## src/hdl/smsc_pkg.sv

```systemverilog
// Behaviour
// - The mode display holds the active mode code 0 to 10, with 1 pp, 3 pv, 4 pt, 6 hm, 7 ip, 8 csp, 9 csv and 10 cst, and 0, 2 and 5 reserved.
// - Leaving pp or csp for another mode discards every position command not yet executed.
// - Leaving pv, pt, csv or cst first runs a ramp stop, and the new mode is entered only after it completes.
// - While homing is active and running, a request for another mode is refused.
// - A switch out of homing is allowed once homing has completed or was interrupted by a fault or loss of enable.
// - A synchronization cycle of 100 us is unsupported in every mode.
// - Cycles of 200 us, 400 us and 1 ms are accepted in pp, hm, pv and the cyclic synchronous modes, but never in pt.
// - Cycles above 1 ms are supported only as integer multiples of 200 us up to 8 ms.
// - The requested mode comes from a separate read-write selection object, and the display reports the mode in force.
package smsc_pkg;
  // ----------------------------------------
  // Object addresses and reset values
  // ----------------------------------------
  localparam logic [15:0] SMSC_ADDR_MODE_SEL = 16'h6060;
  localparam logic [15:0] SMSC_ADDR_MODE_DISP = 16'h6061;
  localparam logic [7:0] SMSC_MODE_RESET = 8'h00;

  // ----------------------------------------
  // Mode codes
  // ----------------------------------------
  localparam logic [7:0] SMSC_MODE_NONE = 8'h00;
  localparam logic [7:0] SMSC_MODE_PP = 8'h01;
  localparam logic [7:0] SMSC_MODE_PV = 8'h03;
  localparam logic [7:0] SMSC_MODE_PT = 8'h04;
  localparam logic [7:0] SMSC_MODE_HM = 8'h06;
  localparam logic [7:0] SMSC_MODE_IP = 8'h07;
  localparam logic [7:0] SMSC_MODE_CSP = 8'h08;
  localparam logic [7:0] SMSC_MODE_CSV = 8'h09;
  localparam logic [7:0] SMSC_MODE_CST = 8'h0a;

  // ----------------------------------------
  // Cycle times in microseconds
  // ----------------------------------------
  localparam logic [15:0] SMSC_CYC_100US = 16'h0064;
  localparam logic [15:0] SMSC_CYC_200US = 16'h00c8;
  localparam logic [15:0] SMSC_CYC_400US = 16'h0190;
  localparam logic [15:0] SMSC_CYC_1MS = 16'h03e8;
  localparam logic [15:0] SMSC_CYC_MAX_US = 16'h1f40;
  localparam logic [15:0] SMSC_POS_LOOP_US = 16'h00c8;

  // ----------------------------------------
  // Object bus carriers
  // ----------------------------------------
  typedef struct packed {
    logic wr;
    logic rd;
    logic [15:0] addr;
    logic [15:0] wdata;
  } smsc_req_t;

  typedef struct packed {
    logic ack;
    logic err;
    logic [15:0] rdata;
  } smsc_rsp_t;

  typedef enum logic [2:0] {
    SMSC_ST_IDLE,
    SMSC_ST_DISCARD,
    SMSC_ST_RAMP,
    SMSC_ST_COMMIT
  } smsc_state_t;
endpackage

```

## src/hdl/smsc_mode_switch.sv

```systemverilog
`timescale 1ns/1ps
`default_nettype none
module smsc_mode_switch (
  // Clock and reset
  input wire logic i_mclk,
  input wire logic i_reset,
  // Object access from the fieldbus side
  input wire smsc_pkg::smsc_req_t i_req,
  output var smsc_pkg::smsc_rsp_t o_rsp,
  // Synchronization cycle in microseconds
  input wire logic [15:0] i_sync_cycle_us,
  // Drive status
  input wire logic i_homing_running,
  input wire logic i_homing_done,
  input wire logic i_fault,
  input wire logic i_enabled,
  input wire logic i_ramp_done,
  // Drive commands
  output logic o_discard_pos,
  output logic o_ramp_stop,
  output logic [7:0] o_active_mode,
  output logic o_cycle_ok,
  output logic o_switch_refused
);
  import smsc_pkg::*;

  // ----------------------------------------
  // Helpers
  // ----------------------------------------
  function automatic logic is_valid_mode(input logic [7:0] m);
    is_valid_mode = (m == SMSC_MODE_PP) || (m == SMSC_MODE_PV) || (m == SMSC_MODE_PT) ||
                    (m == SMSC_MODE_HM) || (m == SMSC_MODE_IP) || (m == SMSC_MODE_CSP) ||
                    (m == SMSC_MODE_CSV) || (m == SMSC_MODE_CST);
  endfunction

  // The pp and csp position modes hold queued commands that must not outlive the mode
  function automatic logic leaves_queue(input logic [7:0] m);
    leaves_queue = (m == SMSC_MODE_PP) || (m == SMSC_MODE_CSP);
  endfunction

  // Velocity and torque modes must come to rest before handing over
  function automatic logic needs_ramp(input logic [7:0] m);
    needs_ramp = (m == SMSC_MODE_PV) || (m == SMSC_MODE_PT) || (m == SMSC_MODE_CSV) ||
                 (m == SMSC_MODE_CST);
  endfunction

  function automatic logic cycle_supported(input logic [7:0] m, input logic [15:0] c);
    logic small_ok;
    logic big_ok;
    small_ok = (c == SMSC_CYC_200US) || (c == SMSC_CYC_400US) || (c == SMSC_CYC_1MS);
    big_ok = (c > SMSC_CYC_1MS) && (c <= SMSC_CYC_MAX_US) &&
             ((c % SMSC_POS_LOOP_US) == 16'h0000);
    if (c == SMSC_CYC_100US) begin
      cycle_supported = 1'b0;
    end else if (m == SMSC_MODE_PT) begin
      cycle_supported = 1'b0;
    end else begin
      cycle_supported = small_ok || big_ok;
    end
  endfunction

  smsc_state_t state_ff;
  smsc_state_t nxt_state;
  logic [7:0] sel_ff;
  logic [7:0] active_ff;
  logic [7:0] target_ff;
  logic [7:0] nxt_target;
  logic discard_ff;
  logic ramp_ff;
  logic refused_ff;
  logic cycle_ok_ff;
  logic ack_ff;
  logic err_ff;
  logic [15:0] rdata_ff;
  logic homing_locked;
  logic want_switch;
  logic any_req;
  logic sel_wr;
  logic sel_rd;
  logic disp_rd;

  // Homing holds its mode until it finishes or is broken off
  assign homing_locked = (active_ff == SMSC_MODE_HM) && i_homing_running &&
                         !i_homing_done && !i_fault && i_enabled;
  assign want_switch = (sel_ff != active_ff) && is_valid_mode(sel_ff);

  // Strobe decode shared by the object store and the response
  assign any_req = i_req.wr || i_req.rd;
  assign sel_wr = i_req.wr && (i_req.addr == SMSC_ADDR_MODE_SEL);
  assign sel_rd = i_req.rd && (i_req.addr == SMSC_ADDR_MODE_SEL);
  assign disp_rd = i_req.rd && (i_req.addr == SMSC_ADDR_MODE_DISP);

  // ----------------------------------------
  // Mode selection object
  // ----------------------------------------
  always_ff @(posedge i_mclk or posedge i_reset) begin
    if (i_reset) begin
      sel_ff <= SMSC_MODE_RESET;
    end else if (sel_wr) begin
      sel_ff <= i_req.wdata[7:0];
    end
  end

  // Every access is answered one cycle later, so a master never waits
  always_ff @(posedge i_mclk or posedge i_reset) begin
    if (i_reset) begin
      ack_ff <= 1'b0;
    end else begin
      ack_ff <= any_req;
    end
  end

  // Display is read only, other addresses are not mapped
  always_ff @(posedge i_mclk or posedge i_reset) begin
    if (i_reset) begin
      err_ff <= 1'b0;
    end else begin
      err_ff <= any_req && !sel_wr && !sel_rd && !disp_rd;
    end
  end

  always_ff @(posedge i_mclk or posedge i_reset) begin
    if (i_reset) begin
      rdata_ff <= 16'h0000;
    end else if (disp_rd) begin
      rdata_ff <= {8'h00, active_ff};
    end else if (sel_rd) begin
      rdata_ff <= {8'h00, sel_ff};
    end else begin
      rdata_ff <= 16'h0000;
    end
  end

  // ----------------------------------------
  // Switch sequencer
  // ----------------------------------------
  always_comb begin
    nxt_state = state_ff;
    nxt_target = target_ff;
    case (state_ff)
      SMSC_ST_IDLE: begin
        if (want_switch && !homing_locked) begin
          nxt_target = sel_ff;
          // A selection written mid-switch waits until the sequencer is idle again
          if (leaves_queue(active_ff)) begin
            nxt_state = SMSC_ST_DISCARD;
          end else if (needs_ramp(active_ff)) begin
            nxt_state = SMSC_ST_RAMP;
          end else begin
            nxt_state = SMSC_ST_COMMIT;
          end
        end
      end
      SMSC_ST_DISCARD: nxt_state = SMSC_ST_COMMIT;
      SMSC_ST_RAMP: begin
        if (i_ramp_done) begin
          nxt_state = SMSC_ST_COMMIT;
        end
      end
      SMSC_ST_COMMIT: nxt_state = SMSC_ST_IDLE;
      default: nxt_state = SMSC_ST_IDLE;
    endcase
  end

  always_ff @(posedge i_mclk or posedge i_reset) begin
    if (i_reset) begin
      state_ff <= SMSC_ST_IDLE;
      target_ff <= SMSC_MODE_RESET;
    end else begin
      state_ff <= nxt_state;
      target_ff <= nxt_target;
    end
  end

  always_ff @(posedge i_mclk or posedge i_reset) begin
    if (i_reset) begin
      active_ff <= SMSC_MODE_RESET;
    end else if (state_ff == SMSC_ST_COMMIT) begin
      active_ff <= target_ff;
    end
  end

  // ----------------------------------------
  // Drive command outputs
  // ----------------------------------------
  // Commands look ahead at the next state so they line up with it
  always_ff @(posedge i_mclk or posedge i_reset) begin
    if (i_reset) begin
      discard_ff <= 1'b0;
    end else begin
      discard_ff <= (nxt_state == SMSC_ST_DISCARD);
    end
  end

  always_ff @(posedge i_mclk or posedge i_reset) begin
    if (i_reset) begin
      ramp_ff <= 1'b0;
    end else begin
      ramp_ff <= (nxt_state == SMSC_ST_RAMP);
    end
  end

  always_ff @(posedge i_mclk or posedge i_reset) begin
    if (i_reset) begin
      refused_ff <= 1'b0;
    end else begin
      refused_ff <= (state_ff == SMSC_ST_IDLE) && want_switch && homing_locked;
    end
  end

  always_ff @(posedge i_mclk or posedge i_reset) begin
    if (i_reset) begin
      cycle_ok_ff <= 1'b0;
    end else begin
      cycle_ok_ff <= cycle_supported(active_ff, i_sync_cycle_us);
    end
  end

  assign o_rsp = '{ack: ack_ff, err: err_ff, rdata: rdata_ff};
  assign o_active_mode = active_ff;
  assign o_discard_pos = discard_ff;
  assign o_ramp_stop = ramp_ff;
  assign o_switch_refused = refused_ff;
  assign o_cycle_ok = cycle_ok_ff;
endmodule // smsc_mode_switch
`default_nettype wire

```

## config.mk

```make
export PLATFORM = sky130hd
export DESIGN_NAME = smsc_mode_switch
export DESIGN_NICKNAME = d
export VERILOG_FILES = /design/src/hdl/smsc_pkg.sv /design/src/hdl/smsc_mode_switch.sv
export SDC_FILE = /design/constraint.sdc
export NUM_CORES = 1
export LEC_CHECK = 0
export BUFFER_PORTS_ARGS = -buffer_cell sky130_fd_sc_hd__buf_2
export CELL_PAD_IN_SITES_DETAIL_PLACEMENT = 2
export CELL_PAD_IN_SITES_GLOBAL_PLACEMENT = 2
export CORE_MARGIN = 2
export CORE_UTILIZATION = 30
export CTS_CLUSTER_DIAMETER = 100
export DETAILED_ROUTE_END_ITERATION = 10
export PLACE_DENSITY_LB_ADDON = 0.1
export SLEW_MARGIN = 20
export SYNTH_ARGS = -nofsm -noshare
export SYNTH_HDL_FRONTEND = slang
export SYNTH_SLANG_ARGS = --single-unit
```

## constraint.sdc

```tcl
create_clock -name i_mclk -period 2.13 [get_ports i_mclk]
set_input_delay 0.1065 -clock i_mclk [delete_from_list [all_inputs] [get_ports i_mclk]]
set_output_delay 0.1065 -clock i_mclk [all_outputs]
set_load 0.005 [all_outputs]
```

======== Word-level counts from Yosys, hierarchy flattened ========
Index checks and enable logic that the tools add are counted.
word-level totals
  bits in registers ....................... 49
  logic and storage cells ................. 90
operators by class
  div/mod/pow operators ................... 1
  $lt $le $gt $ge ......................... 2
  eq/ne operators ......................... 27
  muxes and demuxes ....................... 9
  reductions and logical operators ........ 40
operator list
  operator                                                number
  equality test 8 x 4 -> 1 bit (second input constant)    6
  equality test 8 x 3 -> 1 bit (second input constant)    5
  equality test 16 x 15 -> 1 bit (second input constant)  2
  equality test 16 x 10 -> 1 bit (second input constant)  1
  equality test 16 x 7 -> 1 bit (second input constant)   1
  equality test 16 x 8 -> 1 bit (second input constant)   1
  equality test 16 x 9 -> 1 bit (second input constant)   1
  equality test 8 x 1 -> 1 bit (second input constant)    2
  equality test 8 x 2 -> 1 bit (second input constant)    2
  > comparator 16 x 10 -> 1 bit (second input constant)   1
  <= comparator 16 x 13 -> 1 bit (second input constant)  1
  logical AND 1 bit                                       16
  logical NOT 16 bit                                      1
  modulo 16 x 8 -> 16 bit (second input constant)         1
  2-to-1 mux 8 bit                                        2
  logical OR 1 bit                                        15
  equality test 3 x 2 -> 1 bit (second input constant)    3
  case mux 3 bit (3 select lines)                         1
  != test 8 bit                                           1
  equality test 3 x 1 -> 1 bit (second input constant)    2
  logical NOT 1 bit                                       6
  2-to-1 mux 3 bit                                        2
  logical NOT 3 bit                                       1
  2-to-1 mux 1 bit                                        3
  other kinds (2)                                         2

======== Longest topological paths before layout ========
  word-level depth ........................ 13
  depth in mapped cells ................... 23
  depth with buffers taken out ............ 18

======== Worst setup path before layout ========
Ideal clock, no wire load.
  path kind ............................... input-to-reg
  start ................................... input port i_sync_cycle_us[11]
  end ..................................... register cycle_ok_ff, in the netlist o_cycle_ok
  arrival ................................. 4.549 ns
  data required time ...................... 2.002 ns
  setup slack ............................. -2.547 ns
  stages .................................. 19
  path buffers ............................ 1
  path through ............................ buf_4 o31ai_2 a22oi_1 and3_1 a21oi_4 mux2_4 a21o_1 a211oi_2 mux2_2 or3_1 a311o_1 nand2_1 nand3b_1 a21boi_2 or4b_1 o211ai_1 nor4_1 o221ai_1 o21ai_1
on the way
  word-level cells in the longest chain between the ends .. 6
RTL lines
  what                                                          RTL line                                        RTL
  start, declared                                               smsc_mode_switch.sv:11                          input wire logic [15:0] i_sync_cycle_us,
  modulo 16 x 8 -> 16 bit, or another cell as far along         smsc_mode_switch.sv:52                          ((c % SMSC_POS_LOOP_US) == 16'h0000);
  logical NOT 16 bit, or another cell as far along              smsc_mode_switch.sv:52
  logical AND 1 bit / logical OR 1 bit (equally long branches)  smsc_mode_switch.sv:51, smsc_mode_switch.sv:50
  logical OR 1 bit                                              smsc_mode_switch.sv:58                          cycle_supported = small_ok || big_ok;
  2-to-1 mux 1 bit                                              smsc_mode_switch.sv:55                          end else if (m == SMSC_MODE_PT) begin
  2-to-1 mux 1 bit (*)                                          smsc_mode_switch.sv:53                          if (c == SMSC_CYC_100US) begin
  end signal, assigned                                          smsc_mode_switch.sv:215                         cycle_ok_ff <= cycle_supported(active_ff, i_sync_cycle_us);
  end, declared                                                 smsc_mode_switch.sv:71                          logic cycle_ok_ff;
Every way passes the cells marked *; elsewhere a longest branch is shown, timed or not.
A chain may end at the register's enable or synchronous reset.

======== Final worst setup path ========
  start ................................... input port i_sync_cycle_us[15]
  end ..................................... register cycle_ok_ff, in the netlist o_cycle_ok
The elaborated chain is that of the path after synthesis.

==> impl_metrics.ini <==
[outcome]
status = complete, but fails checks
violations = setup timing

[clock_tree]
cts_root_buf = clkbuf_16
clock_latency_ps = 290
ctsLongestPathBuffers = 2
cts-buffers-inserted = 5
h-tree-depth = 2
cts_sinks = 41
clk_pin_slew_worst_paths_ps = 60
cts_tree = done

[die]
die_x_um = 117
num_rows = 41
top_ports = 87
design.core.area_um2 = 12500
die_height_um = 117
design.die.area_um2 = 13600
floorplan.initialDensity = 0.305

[layout]
layout-drive-gt1-share = 0.586
nets = 698
layout.filler_cells = 1330
final_cells = 814
final_util = 0.512
relative_area_change_from_synthesis_to_final_layout_pct = 68.0
antennaDiodeCount = 0

[timing]
setup_viol = 5
finalMaxSlewViolations = 0
max_slew.worst_pin.slew_ps = 557
post-route-worst-setup-slack_ps = -2520
finalHoldViolations = 0
clock.fmax_mhz = 215
final.period_utilization = 2.18
min_period_ps = 4650
slew_headroom = 0.626
rsz0062_at_grt = yes
fin_skew_ps = 6.77

[synth]
async_reset_ff_frac = 1.00
post_synth.cell_area_avg_um2 = 8.85
synth_top_area_frac = 0.269
synth.largest_area_cell = dfrtp_1
netlist-cell-type-count = 93
synth_top_cells_by_area = dfrtp_1 (27%), mux2_2 (6.8%), buf_4 (3.0%)
synth_warnings = 0
synth_cells = 431
synthFlopType = dfrtp_1
seq_area_frac_synth = 0.269
synth_enable_flop_cells = 0
syn_area_um2 = 3810
ys_ff_latch = 41

[drt]
wl_met1_um = 7720
drt.antenna.violating_nets = 0
avgViaCountPerCell = 5.57
initialDrtViolationCount = 224
vias = 4534
dr.max_layer_used = met4
first_pass_iters = 4
route.detailed.wl_per_inst_um = 24.7
route.met2.wl_um = 11000
drc_violations = 0
wl_met3_um = 698
detailed_route_wl_um = 20100

[global_route]
grtUsageTotal = 0.263
grt_antenna_before_repair = 0
grt_first_pass_wirelength_um = 27900
vias_in_the_first_global_route = 5097
grt_start_max_net_pins = 42
grt_overflow = 0

[power_and_ir_drop]
pwr_density_cell_nw_per_um2 = 750
post-layout-total-power_w = 0.00481
ir_drop_uv = 436
leakage_nw = 2.88

[critical_path]
worstSetupEndpointType = flop
criticalPathCategory = input port to flop
worstSetupStartpointType = input port
cp_data_arrival_time_ps = 4810
cp_data_required_time_ps = 2290
crit_fanout = 12

[place]
post-place-cells = 764
gp_routability_congestion = 0.867
numPortBuffers = 70
dp.final_hpwl_um = 11700

[min_path]
holdCritPathClass = input port to flop

[flow_run]
maxCapViolations = 0
## per-layer routing
layer	vias up	track usage
met5	-	0
met3	52	0.0374
met4	0	0.0604
met1	2282	0.303
li1	2064	-
met2	136	0.510
## sequential cells by signal (all words and copies together) (netlist names)
| register | flops |
|---|---|
| ack_ff | 1 |
| err_ff | 1 |
| o_active_mode | 8 |
| o_cycle_ok | 1 |
| o_discard_pos | 1 |
| o_ramp_stop | 1 |
| o_switch_refused | 1 |
| rdata_ff | 8 |
| sel_ff | 8 |
| state_ff | 3 |
| target_ff | 8 |
## cell type report
type	count	area, um2	share of cell area
Multi-Input combinational cell	353	3270	0.511
Clock inverter	3	43.8	0.00683
Timing Repair Buffer	230	1690	0.263
Sequential cell	41	1030	0.160
Tap cell	172	215	0.0336
Clock buffer	5	125	0.0195
Inverter	10	37.5	0.00586
## critical path, cell delays in order
cell	delay, ps
buf_12	120
or3b_4	410
a21oi_4	230
o21ai_4	130
a21oi_4	270
mux2_4	370
a21o_1	210
a211oi_4	320
buf_4	170
buf_4	140
o311ai_4	130
and2_4	210
o31a_1	290
mux2_4	360
nand3b_1	120
a21boi_4	260
or4b_4	480
o211ai_1	150
nor4_2	60
o221ai_1	170
o21ai_1	90
## final timing paths
| kind | cells past startpoint | endpoint | slack, ps | start |
|---|---|---|---|---|
| max in group asynchronous | 4 | state_ff[2] | 1250 | i_reset |
| min in group asynchronous | 4 | o_cycle_ok | 490 | i_reset |
| worst min register to register | 1 | target_ff[7] | 490 | target_ff[7] |
| worst max register to register | 8 | target_ff[0] | -50 | sel_ff[4] |
| worst min-delay path | 2 | sel_ff[5] | 60 | i_req[5] |
| worst max-delay path | 21 | o_cycle_ok | -2520 | i_sync_cycle_us[15] |
## per-stage QoR
stage                     setup slack, ps  hold slack [ps]  instance area (um2)  TNS, ps
final                               -2520             56.1                 6410    -2700
after global routing                -2660             56.8                 6410    -3310
after CTS                           -2190             49.2                 5920    -2240
after detailed placement            -2760              276                 5150    -2970
after global placement              -2500              259                 5150    -2560
after floorplan                     -2170              224                 3920    -2170
## kinds of logic after synthesis
logic type      after synthesis  share of synthesized area
other cells                   1                   0.000983
xor+xnor                     12                     0.0276
simple gates                153                      0.224
buf+inv                      46                     0.0725
mux                          31                     0.0935
compound gates              147                      0.313
flops                        41                      0.269
## Yosys cell counts (8+ instances only)
master    instances
xnor2_1          10
nand3_1           8
inv_1            10
buf_4            15
a31oi_1           8
dfrtp_1          41
nor4_1           10
and2_1           12
nor3_1            9
a22o_1           12
a21oi_1          20
nor2_1           29
mux2_2           23
o21ai_0          12
nand2_1          28
clkbuf_1         12
## layout by cell type (no fill, tap or decap), drive strengths merged, types with 6 or more instances in the layout
cell type  netlist  final
a211oi           7      7
a21oi           23     23
a22o            12     12
a22oi            6      6
a31oi           10     10
and2            13     13
buf             24    229
conb             1      9
dfrtp           41     41
inv             10     11
mux2            25     25
mux2i            6      6
nand2           28     28
nand3            8      8
nand3b           6      6
nand4            7      7
nor2            30     30
nor3            11     11
nor4            10     10
o211ai           6      6
o21ai           21     21
or2              7      7
xnor2           10     10
## repair_timing
item                                    CTS  global route
endpoints found under the hold margin    41             0
setup buffers                            26            16
resized for setup                        82            69
endpoints found under the setup margin   12            12
gates cloned                              1             0
hold buffers                              1             0
pin swaps                                49            45
## where the power goes
part	switching, W	leakage [nW]	total (W)	internal (W)
combinational	0.00161	2.23	0.00312	0.00151
sequential	0.00000253	0.563	0.000784	0.000781
clock	0.000345	0.0842	0.000901	0.000556
total	0.00196	2.88	0.00481	0.00285
Note: power is estimated with default switching activity, not from simulation.
